## config.mk

```make
export PLATFORM = sky130hd
export DESIGN_NAME = fcs_host
export DESIGN_NICKNAME = d
export VERILOG_FILES = /design/src/fcs_pkg.sv /design/src/fcs_seq_rom.sv /design/src/fcs_host.sv
export SDC_FILE = /design/constraint.sdc
export NUM_CORES = 1
export LEC_CHECK = 0
export BUFFER_PORTS_ARGS = -buffer_cell sky130_fd_sc_hd__clkbuf_2
export CORE_UTILIZATION = 45
export DETAILED_ROUTE_END_ITERATION = 7
export PLACE_DENSITY = 0.66
export SYNTH_ARGS = -nofsm -noshare
export SYNTH_HDL_FRONTEND = slang
export SYNTH_SLANG_ARGS = --single-unit
```

## constraint.sdc

```tcl
create_clock -name clk -period 2.4 [get_ports clk]
set_input_delay 0.36 -clock clk [delete_from_list [all_inputs] [get_ports clk]]
set_output_delay 0.36 -clock clk [all_outputs]
set_load 0.02 [all_outputs]
```

## src/fcs_pkg.sv

```systemverilog
// Package with command codes, unlock addresses, pin carriers and timing counts for the flash host sequencer
package fcs_pkg;
  localparam int ADDR_W = 17;
  localparam int DATA_W = 16;
  // Unlock and command codes
  localparam logic [7:0] CODE_UNLOCK1  = 8'haa;
  localparam logic [7:0] CODE_UNLOCK2  = 8'h55;
  localparam logic [7:0] CODE_PROGRAM  = 8'ha0;
  localparam logic [7:0] CODE_ERASE    = 8'h80;
  localparam logic [7:0] CODE_CHIP     = 8'h10;
  localparam logic [7:0] CODE_SECTOR   = 8'h30;
  localparam logic [7:0] CODE_RESUME   = 8'h30;
  localparam logic [7:0] CODE_SUSPEND  = 8'hb0;
  localparam logic [7:0] CODE_IDENT    = 8'h90;
  localparam logic [7:0] CODE_PROTECT  = 8'h20;
  localparam logic [7:0] CODE_RESET    = 8'hf0;
  // Unlock addresses: byte mode needs twelve bits, the device decodes only the low eleven
  localparam logic [11:0] WORD_ADDR_A  = 12'h555;
  localparam logic [11:0] WORD_ADDR_B  = 12'h2aa;
  localparam logic [11:0] BYTE_ADDR_A  = 12'haaa;
  localparam logic [11:0] BYTE_ADDR_B  = 12'h555;
  localparam logic [10:0] PROT_VERIFY  = 11'h002;
  // Identifier reads: bit zero picks maker or device code
  localparam logic [1:0] ID_MAKER_LOW  = 2'h0;
  localparam logic [1:0] ID_DEVICE_LOW = 2'h1;
  // Status bits in read data
  localparam int BIT_POLL   = 7;
  localparam int BIT_TOGGLE = 6;
  localparam int BIT_LIMIT  = 5;
  // Bus cycle timing: each phase of a write or read lasts PHASE_NS
  localparam int CLK_MHZ   = 40;
  localparam int PHASE_NS  = 100;
  localparam int PHASE_CYC = (PHASE_NS * CLK_MHZ + 999) / 1000;
  localparam logic [3:0] PHASE_LAST = 4'(PHASE_CYC - 1);
  // Host operations
  typedef enum logic [3:0] {
    FCS_OP_RESET, FCS_OP_PROGRAM, FCS_OP_CHIP_ERASE, FCS_OP_SECTOR_ERASE,
    FCS_OP_SUSPEND, FCS_OP_RESUME, FCS_OP_IDENT, FCS_OP_PROTECT_UNLOCK, FCS_OP_READ
  } fcs_op_t;
  // Request from the user side
  typedef struct packed {
    fcs_op_t           op;
    logic              byte_mode;
    logic [ADDR_W-1:0] addr;
    logic [DATA_W-1:0] data;
  } fcs_req_t;
  // One bus cycle on the flash pins
  typedef struct packed {
    logic              is_write;
    logic [ADDR_W-1:0] addr;
    logic [DATA_W-1:0] data;
  } fcs_cycle_t;
endpackage : fcs_pkg

```

## src/fcs_seq_rom.sv

```systemverilog
`timescale 1ns/1ps
// Small table that yields the bus cycle for a given operation and step
module fcs_seq_rom (
  // Clock
  input  wire logic                   clk,
  // Lookup
  input  wire fcs_pkg::fcs_req_t      req,
  input  wire logic [2:0]             step,
  // Result, registered
  output fcs_pkg::fcs_cycle_t         cyc_ff,
  output logic [2:0]                  len_ff
);
  logic [11:0] adr_a;
  logic [11:0] adr_b;
  logic [7:0]  code;
  fcs_pkg::fcs_cycle_t nxt_cyc;
  logic [2:0]  nxt_len;

  // Byte mode swaps the unlock addresses, data codes stay the same
  assign adr_a = req.byte_mode ? fcs_pkg::BYTE_ADDR_A : fcs_pkg::WORD_ADDR_A;
  assign adr_b = req.byte_mode ? fcs_pkg::BYTE_ADDR_B : fcs_pkg::WORD_ADDR_B;

  // Decode operation and step into one bus cycle
  always_comb begin
    nxt_cyc = '0;
    nxt_len = 3'h1;
    code = 8'h00;
    nxt_cyc.is_write = 1'b1;
    unique case (req.op)
      fcs_pkg::FCS_OP_RESET: begin
        nxt_cyc.data = {8'h00, fcs_pkg::CODE_RESET};
      end
      fcs_pkg::FCS_OP_SUSPEND: begin
        nxt_cyc.data = {8'h00, fcs_pkg::CODE_SUSPEND};
      end
      fcs_pkg::FCS_OP_RESUME: begin
        nxt_cyc.data = {8'h00, fcs_pkg::CODE_RESUME};
      end
      fcs_pkg::FCS_OP_READ: begin
        nxt_cyc.is_write = 1'b0;
        nxt_cyc.addr = req.addr;
      end
      default: begin
        // Multi-cycle sequences: third code and length depend on the operation
        unique case (req.op)
          fcs_pkg::FCS_OP_PROGRAM: begin code = fcs_pkg::CODE_PROGRAM; nxt_len = 3'h4; end
          fcs_pkg::FCS_OP_IDENT:   begin code = fcs_pkg::CODE_IDENT;   nxt_len = 3'h4; end
          default:                 begin code = fcs_pkg::CODE_ERASE;   nxt_len = 3'h6; end
        endcase
        unique case (step)
          3'h0, 3'h3: nxt_cyc.data = {8'h00, fcs_pkg::CODE_UNLOCK1};
          3'h1, 3'h4: nxt_cyc.data = {8'h00, fcs_pkg::CODE_UNLOCK2};
          3'h2:       nxt_cyc.data = {8'h00, code};
          default:    nxt_cyc.data = '0;
        endcase
        // High address bits 12 to 16 stay zero; bits 0 to 11 carry the pattern
        unique case (step)
          3'h0, 3'h2, 3'h3: nxt_cyc.addr = {5'h00, adr_a};
          3'h1, 3'h4:       nxt_cyc.addr = {5'h00, adr_b};
          default:          nxt_cyc.addr = '0;
        endcase
        // Last cycle of each sequence
        if (step == 3'h3 && req.op == fcs_pkg::FCS_OP_PROGRAM) begin
          nxt_cyc.addr = req.addr;
          nxt_cyc.data = req.data;
        end else if (step == 3'h3 && req.op == fcs_pkg::FCS_OP_IDENT) begin
          nxt_cyc.is_write = 1'b0;
          nxt_cyc.addr = req.addr;
        end else if (step == 3'h5) begin
          unique case (req.op)
            fcs_pkg::FCS_OP_CHIP_ERASE: begin
              nxt_cyc.addr = {5'h00, adr_a};
              nxt_cyc.data = {8'h00, fcs_pkg::CODE_CHIP};
            end
            fcs_pkg::FCS_OP_SECTOR_ERASE: begin
              nxt_cyc.addr = req.addr;
              nxt_cyc.data = {8'h00, fcs_pkg::CODE_SECTOR};
            end
            default: begin
              nxt_cyc.addr = {5'h00, adr_a};
              nxt_cyc.data = {8'h00, fcs_pkg::CODE_PROTECT};
            end
          endcase
        end
      end
    endcase
  end

  // Registered table output
  always_ff @(posedge clk) begin
    cyc_ff <= nxt_cyc;
    len_ff <= nxt_len;
  end
endmodule : fcs_seq_rom

```

## src/fcs_host.sv

```systemverilog
`timescale 1ns/1ps
// Host controller that issues command sequences and polls status on a parallel flash
// How it works
// - Program sends two unlocks, A0 set-up, then location and value.
// - Reset is a single F0 write to any address.
// - Chip erase is six writes ending 555/10.
// - Sector erase ends with 30 to an address inside the sector.
// - Suspend is B0 anywhere, resume is 30 anywhere.
// - Protect unlock is the five erase writes then 555/20.
// - Byte mode uses AAA for 555 and 555 for 2AA.
// - Unlock patterns use address bits 0 to 11; the device decodes only bits 0 to 10.
module fcs_host (
  // Clock and reset
  input  wire logic                        clk,
  input  wire logic                        sys_rst,
  // User request
  input  wire logic                        req_valid,
  input  wire fcs_pkg::fcs_req_t           req,
  output logic                             req_ready,
  // User answer
  output logic                             done_ff,
  output logic                             fail_ff,
  output logic [fcs_pkg::DATA_W-1:0]       rdata_ff,
  // Flash pins
  output logic [fcs_pkg::ADDR_W-1:0]       flash_addr_ff,
  output logic [fcs_pkg::DATA_W-1:0]       flash_dq_out_ff,
  output logic                             flash_dq_oe_n_ff,
  input  wire logic [fcs_pkg::DATA_W-1:0]  flash_dq_in,
  output logic                             flash_ce_n_ff,
  output logic                             flash_oe_n_ff,
  output logic                             flash_we_n_ff
);
  typedef enum logic [2:0] {
    FCS_IDLE, FCS_LOOK, FCS_SETUP, FCS_STROBE, FCS_HOLD, FCS_SAMPLE, FCS_POLL
  } fcs_state_t;

  fcs_state_t               state_ff;
  fcs_pkg::fcs_req_t        req_ff;
  fcs_pkg::fcs_cycle_t      cyc;
  logic [2:0]               len;
  logic [2:0]               step_ff;
  logic [3:0]               tick_ff;
  logic                     tick_end;
  logic                     polling_ff;
  logic                     have_prev_ff;
  logic                     prev_tog_ff;
  logic                     prev_lim_ff;
  logic [fcs_pkg::DATA_W-1:0] dq_s1_ff;
  logic [fcs_pkg::DATA_W-1:0] dq_s2_ff;
  logic [fcs_pkg::DATA_W-1:0] rd_cap_ff;
  logic                     last_step;
  logic                     is_busy_op;
  logic                     toggled;

  // Sequence table, registered lookup
  fcs_seq_rom u_rom (
    .clk    (clk),
    .req    (req_ff),
    .step   (step_ff),
    .cyc_ff (cyc),
    .len_ff (len)
  );

  assign tick_end   = (tick_ff == fcs_pkg::PHASE_LAST);
  assign last_step  = (step_ff == len - 3'h1);
  assign is_busy_op = (req_ff.op == fcs_pkg::FCS_OP_PROGRAM) ||
                      (req_ff.op == fcs_pkg::FCS_OP_CHIP_ERASE) ||
                      (req_ff.op == fcs_pkg::FCS_OP_SECTOR_ERASE);
  // Commands wait while a program or erase is polled, so none reach a busy decoder
  assign req_ready  = (state_ff == FCS_IDLE);
  assign toggled    = rd_cap_ff[fcs_pkg::BIT_TOGGLE] != prev_tog_ff;

  // Read data enters from another domain and passes two flops
  always_ff @(posedge clk) begin
    dq_s1_ff <= flash_dq_in;
    dq_s2_ff <= dq_s1_ff;
  end

  // Read data taken at the strobe rise, while the bus still holds it; later it floats
  always_ff @(posedge clk) begin
    if (sys_rst) begin
      rd_cap_ff <= '0;
    end else if (state_ff == FCS_HOLD && tick_ff == 4'h0) begin
      rd_cap_ff <= dq_s2_ff;
    end
  end

  // Phase timer paces every pin phase
  always_ff @(posedge clk) begin
    if (sys_rst || state_ff == FCS_IDLE || state_ff == FCS_LOOK || state_ff == FCS_SAMPLE ||
        state_ff == FCS_POLL || tick_end) begin
      tick_ff <= 4'h0;
    end else begin
      tick_ff <= tick_ff + 4'h1;
    end
  end

  // Main sequencer: step through table cycles, then poll busy operations
  always_ff @(posedge clk) begin
    if (sys_rst) begin
      state_ff   <= FCS_IDLE;
      req_ff     <= '0;
      step_ff    <= 3'h0;
      polling_ff <= 1'b0;
    end else begin
      unique case (state_ff)
        FCS_IDLE: begin
          if (req_valid) begin
            req_ff     <= req;
            step_ff    <= 3'h0;
            polling_ff <= 1'b0;
            state_ff   <= FCS_LOOK;
          end
        end
        FCS_LOOK: state_ff <= FCS_SETUP;
        FCS_SETUP: if (tick_end) state_ff <= FCS_STROBE;
        FCS_STROBE: if (tick_end) state_ff <= FCS_HOLD;
        FCS_HOLD: if (tick_end) state_ff <= FCS_SAMPLE;
        FCS_SAMPLE: begin
          if (polling_ff) begin
            state_ff <= FCS_POLL;
          end else if (!last_step) begin
            step_ff  <= step_ff + 3'h1;
            state_ff <= FCS_LOOK;
          end else if (is_busy_op) begin
            // Device runs the algorithm alone from the last strobe rise
            // First poll read starts at once, so every poll check follows a real read
            polling_ff <= 1'b1;
            state_ff   <= FCS_SETUP;
          end else begin
            step_ff  <= 3'h0;
            state_ff <= FCS_IDLE;
          end
        end
        FCS_POLL: begin
          // Done when the toggle bit holds still across two reads
          if (have_prev_ff && !toggled) begin
            polling_ff <= 1'b0;
            step_ff    <= 3'h0;
            state_ff   <= FCS_IDLE;
          end else if (have_prev_ff && prev_lim_ff && rd_cap_ff[fcs_pkg::BIT_LIMIT]) begin
            polling_ff <= 1'b0;
            step_ff    <= 3'h0;
            state_ff   <= FCS_IDLE;
          end else begin
            state_ff <= FCS_SETUP;
          end
        end
        default: state_ff <= FCS_IDLE;
      endcase
    end
  end

  // Previous toggle bit for poll comparison
  always_ff @(posedge clk) begin
    // Limit bit must show on two toggling reads: the last status read may already show array data
    if (sys_rst || state_ff == FCS_IDLE) begin
      have_prev_ff <= 1'b0;
      prev_tog_ff  <= 1'b0;
      prev_lim_ff  <= 1'b0;
    end else if (state_ff == FCS_POLL) begin
      have_prev_ff <= 1'b1;
      prev_tog_ff  <= rd_cap_ff[fcs_pkg::BIT_TOGGLE];
      prev_lim_ff  <= rd_cap_ff[fcs_pkg::BIT_LIMIT];
    end
  end

  // Pin drive: address before strobe fall, data held past strobe rise
  always_ff @(posedge clk) begin
    if (sys_rst) begin
      flash_addr_ff    <= '0;
      flash_dq_out_ff  <= '0;
      flash_dq_oe_n_ff <= 1'b1;
      flash_ce_n_ff    <= 1'b1;
      flash_oe_n_ff    <= 1'b1;
      flash_we_n_ff    <= 1'b1;
    end else begin
      unique case (state_ff)
        FCS_SETUP: begin
          // Poll reads reuse the last address, inside the busy sector
          if (!polling_ff) flash_addr_ff <= cyc.addr;
          flash_dq_out_ff  <= cyc.data;
          flash_dq_oe_n_ff <= !(cyc.is_write && !polling_ff);
          flash_ce_n_ff    <= 1'b0;
          flash_oe_n_ff    <= 1'b1;
          flash_we_n_ff    <= 1'b1;
        end
        FCS_STROBE: begin
          flash_we_n_ff <= !(cyc.is_write && !polling_ff);
          flash_oe_n_ff <= cyc.is_write && !polling_ff;
        end
        FCS_HOLD: begin
          flash_we_n_ff <= 1'b1;
          flash_oe_n_ff <= 1'b1;
        end
        FCS_IDLE: begin
          flash_dq_oe_n_ff <= 1'b1;
          flash_ce_n_ff    <= 1'b1;
        end
        default: begin
        end
      endcase
    end
  end

  // Answer: read data captured when a read ends, done pulse at return to idle
  always_ff @(posedge clk) begin
    if (sys_rst) begin
      done_ff  <= 1'b0;
      fail_ff  <= 1'b0;
      rdata_ff <= '0;
    end else begin
      done_ff <= 1'b0;
      if (state_ff == FCS_SAMPLE && !cyc.is_write && !polling_ff) begin
        rdata_ff <= rd_cap_ff;
      end
      if (state_ff == FCS_SAMPLE && last_step && !polling_ff && !is_busy_op) begin
        done_ff <= 1'b1;
        fail_ff <= 1'b0;
      end else if (state_ff == FCS_POLL && have_prev_ff &&
                   (!toggled || (prev_lim_ff && rd_cap_ff[fcs_pkg::BIT_LIMIT]))) begin
        done_ff <= 1'b1;
        fail_ff <= toggled;
      end
    end
  end

  // Strobe low only inside a write phase
  we_phase_a: assert property (@(posedge clk) disable iff (sys_rst)
    $fell(flash_we_n_ff) |-> $past(state_ff) == FCS_STROBE)
    else $error("write strobe fell outside strobe phase");
  // Address stable while strobe is low
  addr_hold_a: assert property (@(posedge clk) disable iff (sys_rst)
    !flash_we_n_ff |-> $stable(flash_addr_ff))
    else $error("address moved during write strobe");
  // Data driven whenever strobe is low
  data_drive_a: assert property (@(posedge clk) disable iff (sys_rst)
    !flash_we_n_ff |-> !flash_dq_oe_n_ff)
    else $error("data not driven during write");
  // No new request while polling
  busy_block_a: assert property (@(posedge clk) disable iff (sys_rst)
    polling_ff |-> !req_ready)
    else $error("request accepted while busy");
  // Never write and read at once
  oe_we_excl_a: assert property (@(posedge clk) disable iff (sys_rst)
    !(!flash_we_n_ff && !flash_oe_n_ff))
    else $error("read and write enables both low");
  // Step counter stays below 6, the length of the longest sequence
  step_bound_a: assert property (@(posedge clk) disable iff (sys_rst)
    state_ff != FCS_IDLE && state_ff != FCS_LOOK |-> step_ff < 3'h6)
    else $error("step counter overran");
  // Done follows from sample or poll
  done_cause_a: assert property (@(posedge clk) disable iff (sys_rst)
    done_ff |-> $past(state_ff) == FCS_SAMPLE || $past(state_ff) == FCS_POLL)
    else $error("done without finished sequence");
  // Back to idle after done
  idle_after_a: assert property (@(posedge clk) disable iff (sys_rst)
    done_ff |-> state_ff == FCS_IDLE)
    else $error("not idle after done");
endmodule : fcs_host

```

==> results.py, run 1 <==
metrics = {
    "worst_setup_path": {
        "cp-start-kind": "flip-flop",
        "cp_slowest_cell": "dfxtp_1",
        "critPathArrivalTime_ps": 2330,
        "critical_path.max_fanout": 11,
        "cp_cell_sequence": "ha_1 -> ha_1 -> buf_4 -> and2_1 -> a311o_1 -> and2_1 -> o21a_1",
        "crit_path_max_incr_delay_ps": 360,
        "cp-end-kind": "flip-flop",
        "path_class": "flip-flop to flip-flop",
        "crit_required_ps": 2720,
        "reg2reg_depth": 7,
    },
    "sta": {
        "setup_viol": 0,
        "finalSetupTns_ps": 0,
        "finClkSkew_ps": 4.625,
        "rsz0062_at_grt": "no",
        "finalHoldViolations": 0,
        "period_needed_ps": 2004,
        "relSlewSlack_pct": 50.89,
        "min_period_over_period_pct": 83.49,
        "worst_slew_pin_slew_ps": 734.5,
        "hold_ws_ps": 26.88,
        "max_freq_mhz": 499.0,
        "slew_viol_final": 0,
    },
    "route": {
        "viasPerCell": 4.913,
        "wire_per_inst_um": 13.40,
        "drc": 0,
        "antenna_left": 0,
        "wl_um": 14500,
        "dr.pass1.iters": 5,
        "routed-via-count": 5316,
        "drt_iter0_markers": 266,
    },
    "floorplanning": {
        "die_w_um": 124.7,
        "die_h_um": 124.7,
        "io-pin-count": 113,
        "die_area_um2": 15540,
        "rows": 44,
        "initial_core_util_pct": 46.42,
        "core_um2": 14590,
    },
    "placed_design": {
        "place_congestion": 0.8804,
        "port-buffer-count": 112,
        "dp_hpwl_um": 9639,
        "dp_cells": 1048,
    },
    "synth": {
        "synth-simple-area-share_pct": 20.51,
        "synth-xor-area-share_pct": 1.127,
        "synth_top_area_share_pct": 56.76,
        "synth_top_family_by_area": "simple AND/OR/NAND/NOR gates",
        "syn_nets": 847,
        "syn_avg_cell_area_um2": 8.670,
        "yosysUniqueCellTypes": 50,
        "synth_area_um2": 6771,
        "synth-adder-area-share_pct": 1.663,
        "synth-compound-area-share_pct": 15.15,
        "yosys_most_used_dff": "dfxtp_1",
        "syn-instance-count": 781,
        "synth_enable_flop_cells": 0,
        "synth_most_common_cell": "nand2_1",
        "synth.largest_area_cell": "dfxtp_1",
        "yosys-top-cells-count": "nand2_1 (225), dfxtp_1 (192), a21oi_1 (119)",
        "netlist_top_cells_area": "dfxtp_1 (57%), nand2_1 (12%), a21oi_1 (8.8%), clkbuf_1 (2.1%), o21ai_0 (1.8%)",
        "yosysSeqAreaShare_pct": 56.76,
        "ys_seq_elements": 192,
        "yosys_warnings": 0,
        "synthMuxAreaShare_pct": 0.5913,
        "async_reset_ff_share_pct": 0,
    },
    "pwr": {
        "leakage_uw": 0.003329,
        "p_per_area_nw_per_um2": 835.1,
        "vdd_drop_max_v": 0.0007771,
        "power_uw": 6802,
    },
    "finish": {
        "antenna_cells": 0,
        "fin_cells": 1082,
        "drive_above_1_share_pct": 19.15,
        "nNetsFinal": 951,
        "area.growth.synth_to_final_pct": 20.29,
        "fin_util_pct": 55.83,
        "n_fill_cell": 1383,
        "multi_input_area_um2": 2654,
        "register_area_um2": 3844,
    },
    "cts": {
        "numCtsBuffers": 17,
        "root_buffer": "clkbuf_16",
        "clk_pin_slew_worst_paths_ps": 70,
        "hold_buffers": 0,
        "cts.sinks": 192,
        "cts_tree": "yes",
        "post_cts_resized": 0,
        "worstSkewPairLatency_ps": 430,
        "post_cts_buffers": 0,
        "cts_buffer_depth": 2,
        "cts_htree_levels": 4,
    },
    "global_routing": {
        "antenna_found_initial": 0,
        "grt_pass1_vias": 4979,
        "grt_use_total_pct": 19.45,
        "grt_pass1_wl_um": 24180,
        "grt_max_degree": 53,
        "overflow": 0,
    },
    "run": {
        "cap_violations": 0,
    },
    "worst_hold_path": {
        "holdPathStages": 1,
        "min_path_type": "primary input to flip-flop",
    },
    "run_status": {
        "status": "complete, no violations",
    },
}
-- registers in the layout (all words and copies together), names as in the netlist, 3 cells and up --
register / flops
step_ff: 3
dq_s2_ff: 16
req_ff: 38
u_rom.len_ff: 3
state_ff: 3
rdata_ff: 16
dq_s1_ff: 16
flash_dq_out_ff: 16
flash_addr_ff: 17
u_rom.cyc_ff: 34
rd_cap_ff: 16
tick_ff: 4
-- through the flow --
step / area [um2] / setup slack [ps]
2_1_floorplan: 6771 / 441.8
3_3_place_gp: 7536 / 463.1
3_5_place_dp: 7536 / 411.6
4_1_cts: 8125 / 395.7
5_1_grt: 8145 / 179.4
6_report: 8145 / 396.2
-- kinds of logic (layout without fill, tap and decap cells) --
| family | after synthesis | count (layout) |
|---|---|---|
| simple gates | 317 | 317 |
| flops | 192 | 192 |
| compound gates | 181 | 181 |
| buf+inv | 71 | 188 |
| fa+ha+maj | 9 | 9 |
| xor+xnor | 7 | 7 |
| mux | 4 | 4 |
-- layer usage --
layer	track usage (%)	routed length [um]	vias to the layer above
met5	0	0	-
met4	8.717	285	0
met3	5.155	762	20
met2	30.65	6434	132
met1	24.92	7013	2377
li1	-	-	2787
-- placed cells by master (no fill, tap or decap), types with 7 or more instances in the layout --
| master | synthesis | final |
|---|---|---|
| clkbuf_16 | 0 | 17 |
| and2_1 | 10 | 10 |
| dfxtp_1 | 192 | 192 |
| nor2b_1 | 7 | 7 |
| buf_4 | 2 | 20 |
| nand2_1 | 225 | 225 |
| nor2_1 | 16 | 16 |
| inv_1 | 22 | 22 |
| a21oi_1 | 119 | 119 |
| and3_1 | 9 | 9 |
| nand3_1 | 8 | 8 |
| o21ai_0 | 24 | 24 |
| nor3_1 | 9 | 7 |
| clkbuf_2 | 0 | 111 |
| o21a_1 | 8 | 8 |
| a21o_1 | 8 | 8 |
| nand2b_1 | 15 | 15 |
| ha_1 | 9 | 9 |
-- where the power goes --
part	internal [uW]	switching [uW]
Sequential	3350	78.0
Combinational	229	374
Clock	1500	1280
-- final timing paths --
path / start / end / slack, ps
worst min-delay path: flash_dq_in[8] / dq_s1_ff[8] / 30
worst min register to register: dq_s1_ff[9] / dq_s2_ff[9] / 330
worst max register to register: step_ff[0] / u_rom.cyc_ff[2] / 400
worst max-delay path: step_ff[0] / u_rom.cyc_ff[2] / 400
-- worst max-delay path, delay by kind of cell, from the launching register on --
kind | cells | cell delay (ps)
DFF | 1 | 360
adders and majority gates | 2 | 520
buffers and inverters | 1 | 220
and+or+nand+nor | 2 | 370
AOI/OAI and AO/OA | 2 | 420
-- layout make-up --
| cell class | instances | area share, % |
|---|---|---|
| Clock buffer | 18 | 5.392 |
| Clock inverter | 14 | 1.843 |
| Inverter | 22 | 1.014 |
| Multi-Input combinational cell | 518 | 32.58 |
| Sequential cell | 192 | 47.19 |
| Tap cell | 184 | 2.826 |
| Timing Repair Buffer | 134 | 9.155 |
No activity file was read; power rests on OpenSTA's default activity.
==> inputs of run 2 (changes only) <==
Clock period 2.4 ns to 2 ns, I/O delays scaled along.
==> results.py, run 2 (synthesized netlist as in run 1, its figures left out) <==
metrics = {
    "cts": {
        "cts_buffer_depth": 2,
        "post_cts_buffers": 0,
        "clk_pin_slew_worst_paths_ps": 70,
        "root_buffer": "clkbuf_16",
        "numCtsBuffers": 17,
        "cts.sinks": 192,
        "cts_tree": "yes",
        "worstSkewPairLatency_ps": 430,
        "cts_htree_levels": 4,
    },
    "floorplanning": {
        "die_h_um": 124.7,
        "initial_core_util_pct": 46.42,
        "rows": 44,
        "die_area_um2": 15540,
        "die_w_um": 124.7,
        "io-pin-count": 113,
        "core_um2": 14590,
    },
    "worst_setup_path": {
        "cp_cell_sequence": "ha_1 -> ha_1 -> buf_4 -> and2_1 -> a311o_1 -> and2_1 -> o21a_1",
        "critical_path.max_fanout": 6,
        "cp-startpoint": "step_ff[0]",
        "reg2reg_slack_ps": 120,
        "path_class": "flip-flop to flip-flop",
        "cp-start-kind": "flip-flop",
        "crit_path_max_incr_delay_ps": 370,
        "reg2reg_depth": 7,
        "cp-endpoint": "u_rom.cyc_ff[0]",
        "crit_family": "adder cells",
        "cp_slowest_cell": "dfxtp_1",
        "crit_buf_inv": 1,
        "path_depth": 7,
        "cp-end-kind": "flip-flop",
        "r2r-start": "step_ff[0]",
        "critPathArrivalTime_ps": 2210,
        "crit_required_ps": 2330,
        "reg2reg_to": "u_rom.cyc_ff[0]",
    },
    "run": {
        "cap_violations": 0,
    },
    "finish": {
        "final_area_um2": 8396,
        "final_cell_mix": "nand2_1 (225), dfxtp_1 (191), a21oi_1 (119), clkbuf_2 (111), buf_4 (28)",
        "fin_util_pct": 57.55,
        "fin_cells": 1106,
        "nNetsFinal": 975,
        "drive_above_1_share_pct": 19.96,
        "antenna_cells": 0,
        "largest_reg_flops": 38,
        "top_regs": "req_ff: 38 flops, u_rom.cyc_ff: 34 flops, flash_addr_ff: 17 flops",
        "mostFrequentLayoutCell": "nand2_1",
        "top_register": "req_ff",
        "area.growth.synth_to_final_pct": 23.98,
    },
    "route": {
        "wire_per_inst_um": 13.39,
        "antenna_left": 0,
        "wl_um": 14810,
        "drt_iter0_markers": 385,
        "viasPerCell": 4.971,
        "routed-via-count": 5498,
        "dr.pass1.iters": 5,
        "drc": 0,
    },
    "pwr": {
        "power_frac_comb_pct": 9.5,
        "swShare_pct": 25.93,
        "p_int_uw": 6116,
        "p_per_area_nw_per_um2": 983.5,
        "clock_power_share_pct": 40.8,
        "leakage_uw": 0.003447,
        "power.switching_uw": 2141,
        "vdd_drop_max_v": 0.0008415,
        "seqPwrFrac_pct": 49.7,
    },
    "sta": {
        "setup_viol": 0,
        "rsz0062_at_grt": "no",
        "fin_ws_ps": 116.4,
        "max_freq_mhz": 530.9,
        "relSlewSlack_pct": 59.57,
        "finalSetupTns_ps": 0,
        "slew_viol_final": 0,
        "worst_slew_pin_slew_ps": 606.4,
        "finClkSkew_ps": 7.934,
        "min_period_over_period_pct": 94.18,
        "period_needed_ps": 1884,
        "finalHoldViolations": 0,
    },
    "run_status": {
        "status": "complete, no violations",
    },
    "worst_hold_path": {
        "hold_start": "req[36]",
        "min_path_type": "primary input to flip-flop",
    },
    "placed_design": {
        "place_congestion": 0.8775,
        "post_dp_cell_area_um2": 7636,
        "port-buffer-count": 112,
        "dp_cells": 1058,
        "dp_hpwl_um": 9813,
        "dp_slack_ps": 135.2,
    },
    "global_routing": {
        "grt_use_total_pct": 20.05,
        "grt_pass1_vias": 5316,
        "grt_max_degree": 47,
        "grt_pass1_wl_um": 25300,
        "antenna_found_initial": 1,
        "overflow": 0,
    },
}
==> run 2: cell count changes in the layout (fill, tap and decap cells not counted), moves of 2 or more <==
cell / before / now
buf_12: 1 / 3
buf_4: 20 / 28
clkinv_4: 3 / 1
dlygate4sd3_1: 2 / 16
==> run 2: worst min-delay path by stage <==
| stage | cells after the start | end |
|---|---|---|
| after floorplan | 0 | dq_s2_ff[0] |
| after global placement | 0 | dq_s2_ff[5] |
| after detailed placement | 0 | dq_s2_ff[11] |
| after CTS | 3 | req_ff[7] |
| after global routing | 3 | req_ff[37] |
| final | 3 | req_ff[36] |
==> run 2: timing repair <==
action,4_1_cts,5_1_grt
endpoints found under the hold margin,16,0
hold buffers,16,0
setup endpoints to repair,0,12
resized for setup,0,3
==> run 2: metal layers <==
layer	global-route usage [%]	routed length, um	vias to the layer above
met1	24.75	6846	2495
met2	33.60	6991	126
met4	7.371	288	2
li1	-	-	2843
met5	0	13	-
met3	5.112	671	32
==> run 2: power groups by stage <==
stage | registers [uW] | logic, uW | clock network [uW]
final | 4100 | 782 | 3370
after global routing | 4120 | 873 | 3620
after CTS | 4100 | 786 | 3450
after detailed placement | 4190 | 757 | 0
after global placement | 4190 | 760 | 0
after floorplan | 4180 | 481 | 0
==> run 2: worst reg2reg max path: cells and delay by family (launching register included) <==
| kind | cells | cell delay (ps) |
|---|---|---|
| adders and majority gates | 2 | 460 |
| and+or+nand+nor | 2 | 350 |
| DFF | 1 | 370 |
| AOI/OAI and AO/OA | 2 | 430 |
| buffers and inverters | 1 | 170 |
==> run 2: cell type report <==
type | count | area (um2)
inverter | 22 | 82.58
tap | 184 | 230.2
multi-input combinational | 518 | 2655
sequential | 192 | 3845
clock buffer | 17 | 425.4
timing repair buffer | 158 | 985.9
clock inverter | 15 | 171.4
fill | 1316 | 6193
==> run 2: stage by stage <==
| step | power (uW) | hold slack (ps) |
|---|---|---|
| floorplan | 4666 | 309.6 |
| global placement | 4948 | 310.5 |
| detailed placement | 4948 | 312.1 |
| CTS | 8336 | 68.91 |
| global route | 8619 | 78.75 |
| finish | 8257 | 84.16 |
==> inputs of run 3 (changes only) <==
Settings changed: CELL_PAD_IN_SITES_DETAIL_PLACEMENT set to 1, CELL_PAD_IN_SITES_GLOBAL_PLACEMENT set to 1, CORE_UTILIZATION 45 to 41, PLACE_DENSITY 0.66 to not set, PLACE_DENSITY_LB_ADDON set to 0.1.
==> results.py, run 3 (synthesized netlist as in run 1, its figures left out) <==
metrics = {
    "worst_setup_path": {
        "critPathArrivalTime_ps": 2270,
        "reg2reg_slack_ps": 50,
        "cp-start-kind": "flip-flop",
        "crit_required_ps": 2320,
        "path_class": "flip-flop to flip-flop",
        "reg2reg_depth": 7,
        "critical_path.max_fanout": 13,
        "r2r-start": "step_ff[1]",
        "reg2reg_to": "u_rom.cyc_ff[2]",
        "cp-end-kind": "flip-flop",
    },
    "cts": {
        "worstSkewPairLatency_ps": 430,
        "numCtsBuffers": 17,
        "clk_pin_slew_worst_paths_ps": 70,
        "cts_tree": "yes",
        "cts_htree_levels": 4,
        "cts_buffer_depth": 2,
        "root_buffer": "clkbuf_16",
        "cts.sinks": 192,
    },
    "placed_design": {
        "place_congestion": 0.8981,
        "port-buffer-count": 112,
        "post_dp_cell_area_um2": 7641,
        "dp_hpwl_um": 12310,
    },
    "finish": {
        "top_regs": "req_ff: 38 flops, u_rom.cyc_ff: 34 flops, flash_addr_ff: 17 flops",
        "area.growth.synth_to_final_pct": 24.06,
        "final_cell_mix": "nand2_1 (225), dfxtp_1 (190), a21oi_1 (119), clkbuf_2 (111), buf_4 (26)",
        "nNetsFinal": 972,
        "mostFrequentLayoutCell": "nand2_1",
        "drive_above_1_share_pct": 19.74,
        "n_fill_cell": 1913,
        "largest_reg_flops": 38,
        "top_register": "req_ff",
        "antenna_cells": 0,
        "final_area_um2": 8401,
    },
    "sta": {
        "finalHoldViolations": 0,
        "setup_viol": 0,
        "rsz0062_at_grt": "no",
        "period_needed_ps": 1949,
        "finClkSkew_ps": 9.173,
        "max_freq_mhz": 513.0,
        "hold_ws_ps": 89.23,
        "slew_viol_final": 0,
        "min_period_over_period_pct": 97.47,
        "finalSetupTns_ps": 0,
        "worst_slew_pin_slew_ps": 583.2,
        "relSlewSlack_pct": 61.12,
    },
    "global_routing": {
        "overflow": 0,
        "antenna_found_initial": 0,
        "grt_pass1_wl_um": 28770,
        "grt_pass1_vias": 5741,
        "grt_max_degree": 46,
        "grt_use_total_pct": 22.06,
    },
    "floorplanning": {
        "die_h_um": 130.5,
        "rows": 46,
        "die_w_um": 130.5,
        "die_area_um2": 17030,
        "io-pin-count": 113,
        "core_um2": 16000,
        "initial_core_util_pct": 42.32,
    },
    "pwr": {
        "leakage_uw": 0.003429,
        "p_per_area_nw_per_um2": 988.9,
        "vdd_drop_max_v": 0.0006283,
        "power_uw": 8308,
    },
    "worst_hold_path": {
        "min_path_type": "primary input to flip-flop",
        "min_to": "req_ff[2]",
        "hold_start": "req[2]",
        "holdPathStages": 3,
    },
    "route": {
        "wl_um": 17820,
        "antenna_left": 0,
        "routed-via-count": 5658,
        "drt_iter0_markers": 204,
        "wire_per_inst_um": 15.73,
        "drc": 0,
        "viasPerCell": 4.994,
        "dr.pass1.iters": 4,
    },
    "run_status": {
        "status": "complete, no violations",
    },
    "run": {
        "cap_violations": 0,
    },
}
-- run 3: metrics by stage --
stage                     util, %  worst slack (ps)  instances
after floorplan                 -             41.82        781
after detailed placement    47.76             24.00       1087
after global routing        52.50             5.690       1133
after global placement      47.76             155.1       1087
final                       52.50             50.55       1133
after CTS                   52.42             32.28       1133
-- run 3: metal layers --
layer  vias up  part of all wire, %  GRT usage [%]
met1      2714                   47          27.72
met2       100                   49          38.06
met3        20                  3.2          4.235
met5         -                    0              0
met4         0                  1.2          7.099
li1       2824                    -              -
-- run 3: area by class of cell --
cell class	instances	area, um2	share of cell area, %
clock buffer	22	484.2	5.764
inverter	22	82.58	0.9830
tap	216	270.3	3.217
clock inverter	8	102.6	1.221
sequential	192	3846	45.78
multi-input combinational	518	2664	31.71
timing repair buffer	155	950.9	11.32
-- run 3: critical path: stages (launching register included) --
cell     delay [ps]
dfxtp_2         350
ha_1            180
ha_1            250
buf_4           200
and2_1          190
a311o_1         360
and2_1          200
o21a_1          100
-- run 3: worst max path at each step --
stage / slack (ps) / startpoint / cells after the start / end
2_1_floorplan: 40 / step_ff[2] / 9 / u_rom.cyc_ff[0]
3_3_place_gp: 160 / u_rom.len_ff[0] / 7 / step_ff[2]
3_5_place_dp: 20 / step_ff[1] / 7 / u_rom.cyc_ff[4]
4_1_cts: 30 / step_ff[1] / 7 / u_rom.cyc_ff[4]
5_1_grt: 6 / step_ff[1] / 7 / u_rom.cyc_ff[0]
6_report: 50 / step_ff[1] / 7 / u_rom.cyc_ff[2]
-- run 3: power by group --
| group | switching, uW | total (uW) | internal (uW) |
|---|---|---|---|
| Sequential | 92.5 | 4110 | 4020 |
| Clock | 1420 | 3380 | 1970 |
| Combinational | 498 | 813 | 314 |
-- run 3: timing repair --
action,in CTS,in global routing
hold endpoints to repair,16,0
setup buffers,0,0
gates resized for setup,0,6
endpoints found under the setup margin,0,15
hold buffers,16,0
